--- src/verilog/rps_regs.svh ---
`ifndef RPS_REGS_SVH
`define RPS_REGS_SVH

// bank sizes
`define RPS_NREL 40
`define RPS_NDET 24

// clock rate and the quarter-second base tick
`define RPS_CLK_HZ 50000000
`define RPS_QTR_MS 250
`define RPS_QTR_CYC (`RPS_QTR_MS * (`RPS_CLK_HZ / 1000))

// times in ms, and the same figures in quarter ticks
`define RPS_READY_ON1_MS 500
`define RPS_READY_OFF_MS 250
`define RPS_READY_ON2_MS 250
`define RPS_STEP_NORM_MS 1000
`define RPS_STEP_FAST_MS 500
`define RPS_STEP_DOWN_MS 500
`define RPS_ALARM_PERIOD_MS 5000
`define RPS_BEEP_MS 250
`define RPS_READY_ON1_Q (`RPS_READY_ON1_MS / `RPS_QTR_MS)
`define RPS_READY_END_Q ((`RPS_READY_ON1_MS + `RPS_READY_OFF_MS) / `RPS_QTR_MS)
`define RPS_READY_LEN_Q ((`RPS_READY_ON1_MS + `RPS_READY_OFF_MS + `RPS_READY_ON2_MS) / `RPS_QTR_MS)
`define RPS_STEP_NORM_Q (`RPS_STEP_NORM_MS / `RPS_QTR_MS)
`define RPS_STEP_FAST_Q (`RPS_STEP_FAST_MS / `RPS_QTR_MS)
`define RPS_STEP_DOWN_Q (`RPS_STEP_DOWN_MS / `RPS_QTR_MS)
`define RPS_ALARM_PERIOD_Q (`RPS_ALARM_PERIOD_MS / `RPS_QTR_MS)
`define RPS_BEEP_Q (`RPS_BEEP_MS / `RPS_QTR_MS)

`endif

--- src/verilog/rps_pkg.sv ---
`default_nettype none
`include "rps_regs.svh"
package rps_pkg;
  typedef logic [`RPS_NDET-1:0][`RPS_NREL-1:0] rps_map_t;

  // one-hot sequencer states
  typedef enum logic [5:0] {
    S_INIT = 6'h01,
    S_READY = 6'h02,
    S_IDLE = 6'h04,
    S_UP = 6'h08,
    S_RUN = 6'h10,
    S_DOWN = 6'h20
  } rps_state_t;

  // detector contacts, one bit per detector, high while alarming
  typedef struct packed {
    logic [`RPS_NDET-1:0] smoke;
    logic [`RPS_NDET-1:0] overheat;
  } rps_det_t;

  // example groups: shared groups may be named by several detectors
  function automatic rps_map_t rps_default_map();
    rps_map_t m;
    m = '0;
    m[0][15] = 1'b1;
    m[1][16] = 1'b1;
    m[2][22:19] = 4'hf;
    m[3][22:19] = 4'hf;
    m[12][8:5] = 4'hf;
    m[14][30:28] = 3'h7;
    m[17][25:23] = 3'h7;
    return m;
  endfunction
endpackage
`default_nettype wire

--- src/verilog/rps_top.sv ---
// How it works
// - an active smoke alarm switches off every relay mapped to that detector
// - one detector may cut a group; several detectors may cut one shared group
// - overheat alone never removes relay power, it only sounds the beeper
// - ready beep: half second on, quarter off, quarter on
// - while waiting, the green button lamp toggles every quarter second
// - a press while idle starts switching relays on upward from the first
// - a press during switch-on aborts and steps the lit relays back off
// - switch-on steps are one second apart, half a second in fast test
// - detectors are watched only after switch-on completes, the run mode
// - in run mode the status lamp is steadily lit
// - overheat without smoke gives two beeps every five seconds
// - smoke gives three beeps every five seconds and cuts mapped relays
// - smoke with overheat uses three beeps and still cuts mapped relays
// - a press in run mode steps relays off downward, half a second apart
// - fast test mode holds while the test contact reads open
// - in fast test a cleared smoke alarm restores its relays by itself
// - alarm watching runs apart from the on/off sequencer
`default_nettype none
`include "rps_regs.svh"
module rps_top
  import rps_pkg::*;
#(
  parameter int QTR_CYC = `RPS_QTR_CYC,
  parameter rps_map_t SMOKE_MAP = rps_default_map()
)
(
  input wire logic clk,
  input wire logic rst_b,
  input wire logic button,
  input wire logic test_contact_closed,
  input wire rps_det_t det,
  output logic [`RPS_NREL-1:0] relay,
  output logic beeper,
  output logic green_led,
  output logic status_led,
  output logic fast_test_mode,
  output logic [`RPS_NDET-1:0] smoke_latch
);
  localparam int NREL = `RPS_NREL;
  localparam int NDET = `RPS_NDET;
  localparam int QW = $clog2(QTR_CYC + 1);

  logic rst_s1;
  logic rst_n;
  logic [QW-1:0] qdiv;
  logic [4:0] rq;
  logic [4:0] aq;
  logic [2:0] step_q;
  logic [5:0] cnt;
  logic [NREL-1:0] seq_on;
  logic [NREL-1:0] cut;
  logic btn_q;
  rps_state_t st;
  rps_state_t next_st;

  // reset release through two flops; assertion stays asynchronous
  always_ff @(posedge clk or negedge rst_b)
  begin
    if (!rst_b)
    begin
      rst_s1 <= 1'b0;
      rst_n <= 1'b0;
    end
    else
    begin
      rst_s1 <= 1'b1;
      rst_n <= rst_s1;
    end
  end

  // decode of the sequencer's view
  wire press = button & ~btn_q;
  wire mon = (st == S_RUN);
  wire qtr_hit = (qdiv == QW'(QTR_CYC - 1));
  wire up_go = (st == S_UP) & ~press & (cnt != 6'(NREL));
  wire dn_go = (st == S_DOWN) & (cnt != 6'h00);
  wire step_fire = (step_q == 3'h0) & (up_go | dn_go);
  wire [2:0] up_dly = fast_test_mode ? 3'(`RPS_STEP_FAST_Q) : 3'(`RPS_STEP_NORM_Q);
  wire [2:0] dly = (st == S_UP) ? up_dly : 3'(`RPS_STEP_DOWN_Q);
  // restarting the divider on each step makes every delay whole quarters plus one cycle
  wire qclr = (st == S_INIT) | step_fire;

  // alarm watching side: gated live inputs drive the beep code
  wire [NDET-1:0] smoke_act = det.smoke & {NDET{mon}};
  wire smoke_any = |smoke_act;
  wire oh_any = |(det.overheat & {NDET{mon}});
  // three beeps for smoke even with overheat, two for overheat alone
  wire [2:0] nbeep = smoke_any ? 3'h3 : (oh_any ? 3'h2 : 3'h0);
  // beeps sound on the even quarters 0, 2 and, with three beeps, 4 of the period
  wire alarm_beep = (aq < 5'(2 * nbeep)) & ~aq[0];
  wire ready_beep = (rq != 5'(`RPS_READY_ON1_Q)) & (rq < 5'(`RPS_READY_LEN_Q));
  wire keep_latch = (st == S_RUN) | (st == S_DOWN);
  // in test mode a latch drops once its detector clears; a fresh set wins
  wire [NDET-1:0] lat_clr = fast_test_mode ? ~det.smoke : '0;
  wire [NDET-1:0] next_lat = keep_latch ? ((smoke_latch & ~lat_clr) | smoke_act) : '0;

  // detector to relay map: any latched detector cuts its whole group
  always_comb
  begin
    cut = '0;
    for (int d = 0; d < NDET; d++)
    begin
      cut = cut | (SMOKE_MAP[d] & {NREL{smoke_latch[d]}});
    end
  end

  // sequencer next state
  always_comb
  begin
    next_st = st;
    unique case (st)
      S_INIT: next_st = S_READY;
      S_READY:
      begin
        if (qtr_hit && rq == 5'(`RPS_READY_LEN_Q - 1))
        begin
          next_st = S_IDLE;
        end
      end
      S_IDLE:
      begin
        if (press)
        begin
          next_st = S_UP;
        end
      end
      S_UP:
      begin
        if (press && cnt != 6'h00)
        begin
          next_st = S_DOWN;
        end
        else if (cnt == 6'(NREL))
        begin
          next_st = S_RUN;
        end
      end
      S_RUN:
      begin
        if (press)
        begin
          next_st = S_DOWN;
        end
      end
      S_DOWN:
      begin
        if (cnt == 6'h00)
        begin
          next_st = S_IDLE;
        end
      end
      default: next_st = S_INIT;
    endcase
  end

  // quarter-second divider
  always_ff @(posedge clk or negedge rst_n)
  begin
    if (!rst_n)
      qdiv <= '0;
    else if (qclr || qtr_hit)
      qdiv <= '0;
    else
      qdiv <= qdiv + 1'b1;
  end

  // state, button edge and the ready-pattern counter
  always_ff @(posedge clk or negedge rst_n)
  begin
    if (!rst_n)
    begin
      st <= S_INIT;
      btn_q <= 1'b0;
      rq <= '0;
    end
    else
    begin
      st <= next_st;
      btn_q <= button;
      if (st == S_READY && qtr_hit)
        rq <= rq + 5'h01;
    end
  end

  // relay stepping: index counter doubles as count of lit relays
  always_ff @(posedge clk or negedge rst_n)
  begin
    if (!rst_n)
    begin
      seq_on <= '0;
      cnt <= '0;
      step_q <= '0;
    end
    else
    begin
      if (step_fire && st == S_UP)
      begin
        seq_on[cnt] <= 1'b1;
        cnt <= cnt + 6'h01;
      end
      else if (step_fire)
      begin
        seq_on[cnt - 6'h01] <= 1'b0;
        cnt <= cnt - 6'h01;
      end
      if (st != S_UP && st != S_DOWN)
        step_q <= '0;
      else if (step_fire)
        step_q <= dly;
      else if (qtr_hit && step_q != 3'h0)
        step_q <= step_q - 3'h1;
    end
  end

  // alarm side runs on its own, reading only whether the sequencer is in S_RUN or S_DOWN
  always_ff @(posedge clk or negedge rst_n)
  begin
    if (!rst_n)
    begin
      smoke_latch <= '0;
      aq <= '0;
    end
    else
    begin
      smoke_latch <= next_lat;
      if (nbeep == 3'h0)
        aq <= '0;
      else if (qtr_hit)
        aq <= (aq == 5'(`RPS_ALARM_PERIOD_Q - 1)) ? 5'h00 : aq + 5'h01;
    end
  end

  // registered outputs
  always_ff @(posedge clk or negedge rst_n)
  begin
    if (!rst_n)
    begin
      relay <= '0;
      beeper <= 1'b0;
      green_led <= 1'b0;
      status_led <= 1'b0;
      fast_test_mode <= 1'b0;
    end
    else
    begin
      relay <= seq_on & ~cut;
      beeper <= (st == S_READY) ? ready_beep : alarm_beep;
      if (st != S_IDLE)
        green_led <= 1'b0;
      else if (qtr_hit)
        green_led <= ~green_led;
      status_led <= (st == S_RUN);
      fast_test_mode <= ~test_contact_closed;
    end
  end

  property p_cut;
    @(posedge clk) disable iff (!rst_n)
    1'b1 |=> ((relay & $past(cut)) == '0);
  endproperty
  a_cut: assert property (p_cut) else $error("mapped relay left on under smoke");

  property p_heat_only;
    @(posedge clk) disable iff (!rst_n)
    (smoke_latch == '0) |=> (relay == $past(seq_on));
  endproperty
  a_heat_only: assert property (p_heat_only) else $error("relay cut without smoke");

  property p_flash;
    @(posedge clk) disable iff (!rst_n)
    (st == S_IDLE && next_st == S_IDLE && qtr_hit) |=> (green_led != $past(green_led));
  endproperty
  a_flash: assert property (p_flash) else $error("green lamp did not toggle");

  property p_start;
    @(posedge clk) disable iff (!rst_n)
    (st == S_IDLE && press) |=> ##1 seq_on[0] ##1 relay[0];
  endproperty
  a_start: assert property (p_start) else $error("first relay not switched on");

  property p_abort;
    @(posedge clk) disable iff (!rst_n)
    (st == S_UP && press && cnt != 6'h00) |=> (st == S_DOWN);
  endproperty
  a_abort: assert property (p_abort) else $error("switch-on not aborted");

  property p_lamp;
    @(posedge clk) disable iff (!rst_n)
    (st == S_RUN) |=> status_led;
  endproperty
  a_lamp: assert property (p_lamp) else $error("status lamp not lit in run");

  property p_done;
    @(posedge clk) disable iff (!rst_n)
    (st == S_UP && cnt == 6'(NREL) && !press) |=> (st == S_RUN && seq_on == '1);
  endproperty
  a_done: assert property (p_done) else $error("run not entered with all relays");

  property p_down_step;
    @(posedge clk) disable iff (!rst_n)
    (step_fire && st == S_DOWN) |=> (cnt == $past(cnt) - 6'h01) && !seq_on[cnt];
  endproperty
  a_down_step: assert property (p_down_step) else $error("off step wrong");

  property p_no_watch;
    @(posedge clk) disable iff (!rst_n)
    (st == S_IDLE || st == S_UP) |=> (smoke_latch == '0);
  endproperty
  a_no_watch: assert property (p_no_watch) else $error("alarm latched before run");
endmodule
`default_nettype wire
--- config.mk ---
export PLATFORM = sky130hd
export DESIGN_NAME = rps_top
export DESIGN_NICKNAME = d
export VERILOG_FILES = /design/src/verilog/rps_pkg.sv /design/src/verilog/rps_top.sv
export VERILOG_INCLUDE_DIRS = /design/src /design/src/verilog
export SDC_FILE = /design/constraint.sdc
export NUM_CORES = 1
export LEC_CHECK = 0
export ABC_AREA = 1
export BUFFER_PORTS_ARGS = -buffer_cell sky130_fd_sc_hd__clkbuf_2
export CORE_MARGIN = 3
export CORE_UTILIZATION = 40
export DETAILED_ROUTE_END_ITERATION = 7
export HOLD_SLACK_MARGIN = 0.02
export PLACE_DENSITY = 0.67
export SETUP_SLACK_MARGIN = 0.4
export SYNTH_ARGS = -nofsm -noshare
export SYNTH_HDL_FRONTEND = slang
export SYNTH_SLANG_ARGS = --single-unit
--- constraint.sdc ---
create_clock -name clk -period 9.8 [get_ports clk]
set_input_delay 0.49 -clock clk [delete_from_list [all_inputs] [get_ports clk]]
set_output_delay 0.49 -clock clk [all_outputs]
set_load 0.005 [all_outputs]
==> out/results.env, run 1 <==
DIE_HEIGHT_MICRONS=143
COREAREA_SQ_UM=18200
CP_DATA_REQUIRED_TIME_PS=10110
SYNTHDISTINCTLIBCELLS=40
ANTENNA_LEFT=0
CRIT_TYPE='reg2reg'
FINAL_HOLD_VIOL_COUNT=0
CTS.PATH.MAX_BUFFERS=2
DRIVE_ABOVE_1_SHARE_PCT=20.4
NUMCTSBUFFERS=17
TRITONCTS='yes'
SLEW_HEADROOM_PCT=30.0
TIGHTEST_SLEW_PS=1040
ACHIEVABLE-FREQUENCY_MHz=357
DRCVIOLATIONCOUNT=0
TIMING.FINAL.MAX_SLEW_VIOLATIONS=0
UNREPAIRED_SETUP_ENDPOINTS_AFTER_GLOBAL_ROUTING='false'
PIN_COUNT_OF_THE_BIGGEST_NET_ENTERING_GLOBAL_ROUTING=80
POSTSYNTHCELLCOUNT=857
KIND_OF_PATH_BEHIND_THE_TIGHTEST_HOLD_CHECK='in2reg'
POST-PLACE-CELLS=1188
ROUTED_WIRE_LENGTH_MICRONS=17600
POST-LAYOUT-TOTAL-POWER_mW=1.32
NUMBER_OF_SYNTHESIZED_REGISTER_BITS=160
CRITPATHLAUNCH='cnt[0]$_DFFE_PN0P_'
FP.DIEW_MICRONS=143
FP-ROW-COUNT=49
CP_SLOWEST_STAGE_DELAY_PS=590
SETUP_TOTAL_NEGATIVE_SLACK_PS=0
SYNTHESIS.AREA_SQ_UM=7530
DIODES=0
POST_DRT_WL_PER_CELL_MICRONS=14.4
FIN_WORST_SETUP_SLACK_PS=7000
WORST_SLACK_AFTER_DETAILED_PLACEMENT_PS=7040
CLOCK_TREE.HTREE_LEVEL_COUNT=4
WORST_PATH_MAX_DELAY_CELL='sky130_fd_sc_hd__nand3_2'
PLACE.PORT_BUFFERS=119
SYNTHESIS.NETS=918
FINISH.UTILIZATION_PCT=48.9
LAYOUT_MIN_CYCLE_TIME_PS=2800
WIRE_LENGTH_OF_THE_FIRST_GLOBAL_ROUTING_PASS_MICRONS=28700
SYN_AVG_CELL_AREA_SQ_UM=8.79
DRTPASS1ITERATIONS=6
FINAL_NETS=1040
CLOCK-ROOT-BUFFER='sky130_fd_sc_hd__clkbuf_16'
FILLERINSTANCES=1705
DETAILROUTE.VIA_COUNT=6184
MULTIINPUTGATEAREA_SQ_UM=2990
LAYOUT-AREA-OVERHEAD-VS-SYNTH_PCT=18.3
POWER.DENSITY_CELL_AREA_nW_PER_UM2=148
GLOBALROUTEOVERFLOWTOTAL=0
FLOORPLAN.DIE_AREA_SQ_UM=20500
DRV_CAP=0
GRT.TOTAL_USAGE_PCT=17.4
ARRIVAL_PS=3110
STATUS='finished clean'
FINCLKSKEW_PS=15.1
SETUP.WORST_PATH.END_CLASS='register'
FINAL_SETUP_FAILS=0
FINAL-INSTANCE-COUNT-EXCL-FILL=1221
WORST_SKEW_PAIR_LATENCY_PS=430
CTS_NUM_SINKS=160
TIMING.RR.START='cnt[0]$_DFFE_PN0P_'
PLACE.DETAILED.HPWL_MICRONS=12500
STATIC-LEAKAGE-POWER_nW=4.28
CP_MAX_FO=38
CP.BUFFERS_INVERTERS=3
WORST_IR_DROP_VDD_uV=125
SYNTH-WARNING-COUNT=0
FF_LATCH_AREA_SQ_UM=4010
INITIAL_CELL_DENSITY_OF_THE_CORE_PCT=41.4
NUM_IO_PINS=120
DRT-INITIAL-DRC-COUNT=420
ORDERED_CELL_LIST_FOR_THE_CRITICAL_PATH='inv_4 > ha_1 > inv_1 > nor2_4 > nand4_1 > nand3_4 > nand2_4 > nand3_2 > nand3_2 > o21ai_0 > inv_1'
POSTCTSSETUPREPAIRBUFS=0
FINAL_MIN_PERIOD_OVER_CLOCK_PERIOD_PCT=28.5
CRIT_FAMILY='simple AND/OR/NAND/NOR gates'
CTS.CLK_SLEW.WORST_PATHS_PS=60
FIRST_GLOBAL_VIAS=5859
ANTENNA_FOUND_INITIAL=0
SETUP.WORST_PATH.START_CLASS='register'
YOSYSSEQAREASHARE_PCT=53.2
POST_DRT_VIA_CELL_RATIO=5.06
PLACER_CONGESTION_ESTIMATE=0.896
WORST_HOLD_STARTPOINT='button'
FF2FF_SETUP_SLACK_PS=7000
==> cells in the mapped netlist <==
cell	count	area share (%)
sky130_fd_sc_hd__inv_4	2	0.17
sky130_fd_sc_hd__nor2_8	2	0.53
sky130_fd_sc_hd__o21bai_1	5	0.50
sky130_fd_sc_hd__conb_1	1	0.050
sky130_fd_sc_hd__nand2_1	153	7.6
sky130_fd_sc_hd__buf_2	8	0.53
sky130_fd_sc_hd__a21oi_2	2	0.23
sky130_fd_sc_hd__nor2_4	2	0.30
sky130_fd_sc_hd__o21bai_2	10	1.5
sky130_fd_sc_hd__nand3_1	30	2.0
sky130_fd_sc_hd__clkbuf_1	8	0.40
sky130_fd_sc_hd__o21a_1	16	1.6
sky130_fd_sc_hd__dfstp_2	1	0.35
sky130_fd_sc_hd__inv_2	5	0.25
sky130_fd_sc_hd__xor2_1	15	1.7
sky130_fd_sc_hd__o21ai_1	17	1.1
sky130_fd_sc_hd__nor3_1	21	1.4
sky130_fd_sc_hd__a211oi_1	1	0.10
sky130_fd_sc_hd__nor3_4	1	0.22
sky130_fd_sc_hd__nand3b_1	5	0.50
sky130_fd_sc_hd__nor3b_1	5	0.50
sky130_fd_sc_hd__and3_1	1	0.083
sky130_fd_sc_hd__buf_6	3	0.45
sky130_fd_sc_hd__a31oi_1	2	0.17
sky130_fd_sc_hd__dfrtp_1	159	53
sky130_fd_sc_hd__nand3_4	1	0.23
sky130_fd_sc_hd__xnor2_1	7	0.81
sky130_fd_sc_hd__nand3_2	8	1.1
sky130_fd_sc_hd__a21oi_1	16	1.1
sky130_fd_sc_hd__nand2_4	5	0.75
sky130_fd_sc_hd__or2_2	1	0.083
sky130_fd_sc_hd__ha_1	9	1.5
sky130_fd_sc_hd__nor2_2	6	0.50
sky130_fd_sc_hd__nor2_1	106	5.3
sky130_fd_sc_hd__inv_1	103	5.1
sky130_fd_sc_hd__buf_4	2	0.20
sky130_fd_sc_hd__nand4_1	14	1.2
sky130_fd_sc_hd__o21ai_0	92	6.1
sky130_fd_sc_hd__nor4_1	10	0.83
sky130_fd_sc_hd__and2_0	2	0.17
==> worst paths after layout <==
check                                              end  depth (start not counted)
worst max-delay path            seq_on[21]$_DFFE_PN0P_                         11
worst min-delay path                   btn_q$_DFF_PN0_                          1
worst max register to register  seq_on[21]$_DFFE_PN0P_                         11
worst min register to register   seq_on[1]$_DFFE_PN0P_                          0
max in group asynchronous            rq[3]$_DFFE_PN0P_                          2
min in group asynchronous        seq_on[1]$_DFFE_PN0P_                          0
==> routing by layer <==
layer | part of all wire, % | vias up | track usage [%]
met5 | 0 | - | 0
met4 | 1.8 | 0 | 5.85
met3 | 5.5 | 27 | 3.85
met2 | 47 | 171 | 27.1
met1 | 46 | 2974 | 24.3
li1 | - | 3012 | -
==> metrics by stage <==
step | hold slack [ps] | area, sq um
floorplan | 194 | 7530
global placement | 263 | 8330
detailed placement | 265 | 8330
CTS | 180 | 8910
global route | 179 | 8910
finish | 191 | 8910
==> registers in the layout, indices dropped and copies added (netlist names), 3 cells and up <==
signal	cells
relay	40
seq_on	40
qdiv	24
smoke_latch	24
cnt	6
st	6
aq	5
rq	5
step_q	3
==> power breakdown <==
group | switching (mW) | internal, mW
registers | 0.00262 | 0.661
clock network | 0.290 | 0.338
logic | 0.0172 | 0.00856
total | 0.310 | 1.01
==> worst register-to-register path, stage by stage (launching register included) <==
cell	delay, ps
sky130_fd_sc_hd__dfrtp_1	490
sky130_fd_sc_hd__inv_4	150
sky130_fd_sc_hd__ha_1	180
sky130_fd_sc_hd__inv_1	80
sky130_fd_sc_hd__nor2_4	130
sky130_fd_sc_hd__nand4_1	170
sky130_fd_sc_hd__nand3_4	150
sky130_fd_sc_hd__nand2_4	60
sky130_fd_sc_hd__nand3_2	590
sky130_fd_sc_hd__nand3_2	380
sky130_fd_sc_hd__o21ai_0	250
sky130_fd_sc_hd__inv_1	60
==> timing repair <==
item | 4_1_cts | 5_1_grt
hold endpoints to repair | 2 | 0
hold buffers | 1 | 0
resized for setup | 0 | 0
==> cell type report <==
type	count	share of cell area, %
sequential	160	45.0
inverter	110	4.69
tap	229	3.22
multi-input combinational	566	33.6
clock inverter	14	1.53
clock buffer	18	4.82
timing repair buffer	124	7.14
==> logic make-up after synthesis <==
family	count (synthesis)	share of synthesized area, %
AOI/OAI and AO/OA	161	12.4
xor gates and xnor gates	22	2.56
adders and majority gates	9	1.50
buffers and inverters	131	7.13
DFF	160	53.2
other	1	0.0498
and+or+nand+nor	373	23.2
==> layout by cell type, fill, tap and decap left out, types with 5 or more instances in the layout <==
cell,count
sky130_fd_sc_hd__nand3_2,8
sky130_fd_sc_hd__ha_1,9
sky130_fd_sc_hd__xnor2_1,7
sky130_fd_sc_hd__o21a_1,16
sky130_fd_sc_hd__nor3_1,21
sky130_fd_sc_hd__o21ai_0,92
sky130_fd_sc_hd__inv_1,103
sky130_fd_sc_hd__inv_2,5
sky130_fd_sc_hd__nand2_4,5
sky130_fd_sc_hd__o21bai_1,5
sky130_fd_sc_hd__inv_8,5
sky130_fd_sc_hd__dfrtp_1,158
sky130_fd_sc_hd__nor3b_1,5
sky130_fd_sc_hd__a21oi_1,16
sky130_fd_sc_hd__clkbuf_2,119
sky130_fd_sc_hd__clkbuf_16,17
sky130_fd_sc_hd__nand3_1,30
sky130_fd_sc_hd__nand3b_1,5
sky130_fd_sc_hd__xor2_1,15
sky130_fd_sc_hd__nand2_1,153
sky130_fd_sc_hd__nor2_2,7
sky130_fd_sc_hd__nor4_1,10
sky130_fd_sc_hd__o21ai_1,17
sky130_fd_sc_hd__nor2_1,105
sky130_fd_sc_hd__o21bai_2,10
sky130_fd_sc_hd__nand4_1,14
Power figures use the tool's default switching activity.
==> inputs of run 2 (changes only) <==
==> constraint.sdc (replaced) <==
create_clock -name clk -period 2.9 [get_ports clk]
set_input_delay 0.145 -clock clk [delete_from_list [all_inputs] [get_ports clk]]
set_output_delay 0.145 -clock clk [all_outputs]
set_load 0.005 [all_outputs]
==> run 2 against run 1 <==
Net effect: non-clock buffer count up 34; clock power rose to 3.6 times the previous value; via count is 0.29% higher; worst setup slack got worse by 6400 ps; sequential power increased to 3.4 times the previous value; clock skew down 3.6 ps; critical endpoint is now beeper$_DFF_PN0_; largest cell class unchanged.
==> out/results.env, run 2 (synthesis results as in run 1) <==
CP_SLOWEST_STAGE_DELAY_PS=540  # was 590 ps
MET1_LENGTH_MICRONS=8300  # was 8090 microns
DIE_HEIGHT_MICRONS=143  # unchanged
FLOORPLAN.DIE_AREA_SQ_UM=20500  # unchanged
ROUTED_WIRE_LENGTH_MICRONS=18000  # was 17600 microns
WORST_SKEW_PAIR_LATENCY_PS=430  # about the same
POST_DRT_WL_PER_CELL_MICRONS=14.3  # was 14.4 microns
LAYOUT_COMMONEST_CELL='sky130_fd_sc_hd__dfrtp_1'  # unchanged
CTS_NUM_SINKS=160  # unchanged
DRTPASS1ITERATIONS=5  # was 6
WORST_SLACK_AFTER_DETAILED_PLACEMENT_PS=444  # was 7040 ps
KIND_OF_PATH_BEHIND_THE_TIGHTEST_HOLD_CHECK='in2async'  # was in2reg
SLEW_HEADROOM_PCT=46.7  # was 30.0%
ANTENNA_FOUND_INITIAL=0  # unchanged
WORST_PATH_MOST_REPEATED_CELL='sky130_fd_sc_hd__nand2_1'
FIN_WORST_SETUP_SLACK_PS=572  # was 7000 ps
CP_DATA_REQUIRED_TIME_PS=3210  # was 10110 ps
FP.DIEW_MICRONS=143  # unchanged
DRV_CAP=0  # unchanged
FINCLKSKEW_PS=11.5  # was 15.1 ps
POWER.DENSITY_CELL_AREA_nW_PER_UM2=495  # was 148 nW/um^2
FF2FF_PATH_DEPTH=15  # was 11
CLOCK-ROOT-BUFFER='sky130_fd_sc_hd__clkbuf_16'  # unchanged
NUMCTSBUFFERS=17  # unchanged
WORSTREG2REGEND='beeper$_DFF_PN0_'  # was seq_on[21]$_DFFE_PN0P_
FINAL_NETS=1074  # was 1040
CP_MAX_FO=25  # was 38
TRITONCTS='yes'  # unchanged
SETUP.WORST_PATH.START_CLASS='register'  # unchanged
WORST_PATH_MAX_DELAY_CELL='sky130_fd_sc_hd__dfstp_2'  # was sky130_fd_sc_hd__nand3_2
FINISH.UTILIZATION_PCT=51.0  # was 48.9%
SETUP_TOTAL_NEGATIVE_SLACK_PS=0  # unchanged
CTS.CLK_SLEW.WORST_PATHS_PS=70  # was 60 ps
DRT-INITIAL-DRC-COUNT=358  # was 420
FINAL_SETUP_FAILS=0  # unchanged
FINAL-INSTANCE-COUNT-EXCL-FILL=1255  # was 1221
LAYOUT-AREA-OVERHEAD-VS-SYNTH_PCT=23.3  # was 18.3%
CRITPATHLAUNCH='st[0]$_DFFE_PN1P_'  # was cnt[0]$_DFFE_PN0P_
POST_DRT_VIA_CELL_RATIO=4.94  # was 5.06
FINAL_HOLD_VIOL_COUNT=0  # unchanged
POST-PLACE-CELLS=1196  # was 1188
ORDERED_CELL_LIST_FOR_THE_CRITICAL_PATH='nor2_2 > nand2_1 > nor2_2 > buf_4 > o21ai_0 > nand2_1 > nor2_1 > nand3_1 > a21oi_4 > ha_1 > nor3_1 > nand3_1 > inv_1 > nand2_1 > nand2_1'  # was inv_4 > ha_1 > inv_1 > nor2_4 > nand4_1 > nand3_4 > nand2_4 > nand3_2 > nand3_2 > o21ai_0 > inv_1
INITIAL_CELL_DENSITY_OF_THE_CORE_PCT=41.4  # unchanged
PLACER_CONGESTION_ESTIMATE=0.924  # was 0.896
DRIVE_ABOVE_1_SHARE_PCT=20.6  # was 20.4%
TOP_LAYER='met4'  # unchanged
POST-LAYOUT-TOTAL-POWER_mW=4.60  # was 1.32 mW
TIGHTEST_SLEW_PS=793  # was 1040 ps
ACHIEVABLE-FREQUENCY_MHz=430  # was 357 MHz
WORSTSETUPENDPOINT='beeper$_DFF_PN0_'  # was seq_on[21]$_DFFE_PN0P_
COREAREA_SQ_UM=18200  # unchanged
FF_LATCH_AREA_SQ_UM=4010  # unchanged
PLACE.DETAILED.HPWL_MICRONS=12400  # was 12500 microns
SETUP.WORST_PATH.END_CLASS='register'  # unchanged
LAYOUT_MIN_CYCLE_TIME_PS=2330  # was 2800 ps
DETAILROUTE.VIA_COUNT=6202  # was 6184
GLOBALROUTEOVERFLOWTOTAL=0  # unchanged
TIMING.RR.START='st[0]$_DFFE_PN1P_'  # was cnt[0]$_DFFE_PN0P_
STATUS='finished clean'  # unchanged
GRT.TOTAL_USAGE_PCT=18.3  # was 17.4%
LARGESTREGISTERS='relay: 40 flops, seq_on: 40 flops'  # unchanged
CTS.PATH.MAX_BUFFERS=2  # unchanged
PIN_COUNT_OF_THE_BIGGEST_NET_ENTERING_GLOBAL_ROUTING=73  # was 80
NUM_IO_PINS=120  # unchanged
MET2_ROUTED_LENGTH_MICRONS=8660  # was 8230 microns
CRIT_TYPE='reg2reg'  # unchanged
FF2FF_SETUP_SLACK_PS=570  # was 7000 ps
DRCVIOLATIONCOUNT=0  # unchanged
FP-ROW-COUNT=49  # unchanged
ROUTED-WL-MET3_MICRONS=856  # was 970 microns
MOST-COMMON-LAYOUT-CELLS='sky130_fd_sc_hd__dfrtp_1 (158), sky130_fd_sc_hd__nand2_1 (153), sky130_fd_sc_hd__clkbuf_2 (119), sky130_fd_sc_hd__nor2_1 (105), sky130_fd_sc_hd__inv_1 (103)'  # unchanged
MULTIINPUTGATEAREA_SQ_UM=3020  # was 2990 sq um
ANTENNA_LEFT=0  # unchanged
FINAL_MIN_PERIOD_OVER_CLOCK_PERIOD_PCT=80.3  # was 28.5%
TIMING.FINAL.MAX_SLEW_VIOLATIONS=0  # unchanged
ARRIVAL_PS=2630  # was 3110 ps
CLOCK_TREE.HTREE_LEVEL_COUNT=4  # unchanged
FILLERINSTANCES=1677  # was 1705
STATIC-LEAKAGE-POWER_nW=4.44  # was 4.28 nW
FIRST_GLOBAL_VIAS=5980  # was 5859
WIRE_LENGTH_OF_THE_FIRST_GLOBAL_ROUTING_PASS_MICRONS=30000  # was 28700 microns
POSTCTSSETUPREPAIRBUFS=0  # unchanged
PLACE.PORT_BUFFERS=119  # unchanged
UNREPAIRED_SETUP_ENDPOINTS_AFTER_GLOBAL_ROUTING='true'  # was false
WORST_IR_DROP_VDD_uV=365  # was 125 uV
DIODES=0  # unchanged
run 2: metal layers:
layer	up-vias	global-route usage [%]
met4	0	4.81
met3	15	4.25
met2	156	29.2
met1	2944	25.3
li1	3087	-
met5	-	0
run 2: layout make-up:
class	instances	share of cell area [%]
Clock inverter	15	1.78
Clock buffer	17	4.58
Sequential cell	160	43.2
Multi-Input combinational cell	566	32.5
Inverter	110	4.50
Tap cell	229	3.09
Timing Repair Buffer	158	10.4
run 2: metrics by stage:
stage / hold slack, ps / cell area, sq um
CTS: 31.4 / 9270
global route: 61.4 / 9290
floorplan: -151 / 7540
global placement: -65.2 / 8400
detailed placement: -67.2 / 8400
finish: 49.4 / 9290
run 2: how the worst min path moves through the flow:
stage | depth (start not counted) | to | slack [ps]
2_1_floorplan | 0 | rst_s1$_DFF_PN0_ | -150
3_3_place_gp | 1 | rst_s1$_DFF_PN0_ | -70
3_5_place_dp | 1 | rst_s1$_DFF_PN0_ | -70
4_1_cts | 2 | rst_n$_DFF_PN0_ | 30
5_1_grt | 2 | rst_n$_DFF_PN0_ | 60
6_report | 2 | rst_n$_DFF_PN0_ | 50
run 2: worst max-delay path: cells and delay by family, from the launching register on:
kind / cells / cell delay, ps
simple gates: 10 / 860
flops: 1 / 540
compound gates: 2 / 360
buf+inv: 2 / 250
fa+ha+maj: 1 / 190
run 2: repair_timing:
item	4_1_cts	5_1_grt
endpoints found under the setup margin	1	11
endpoints found under the hold margin	28	0
hold buffers	27	0
gates resized for setup	1	3
run 2: report_power, final:
part           total (mW)  switching, mW  internal [mW]  leakage, nW
Sequential           2.25         0.0124           2.23         1.94
Combinational       0.117         0.0622         0.0545         2.22
Clock                2.24           1.01           1.23        0.283
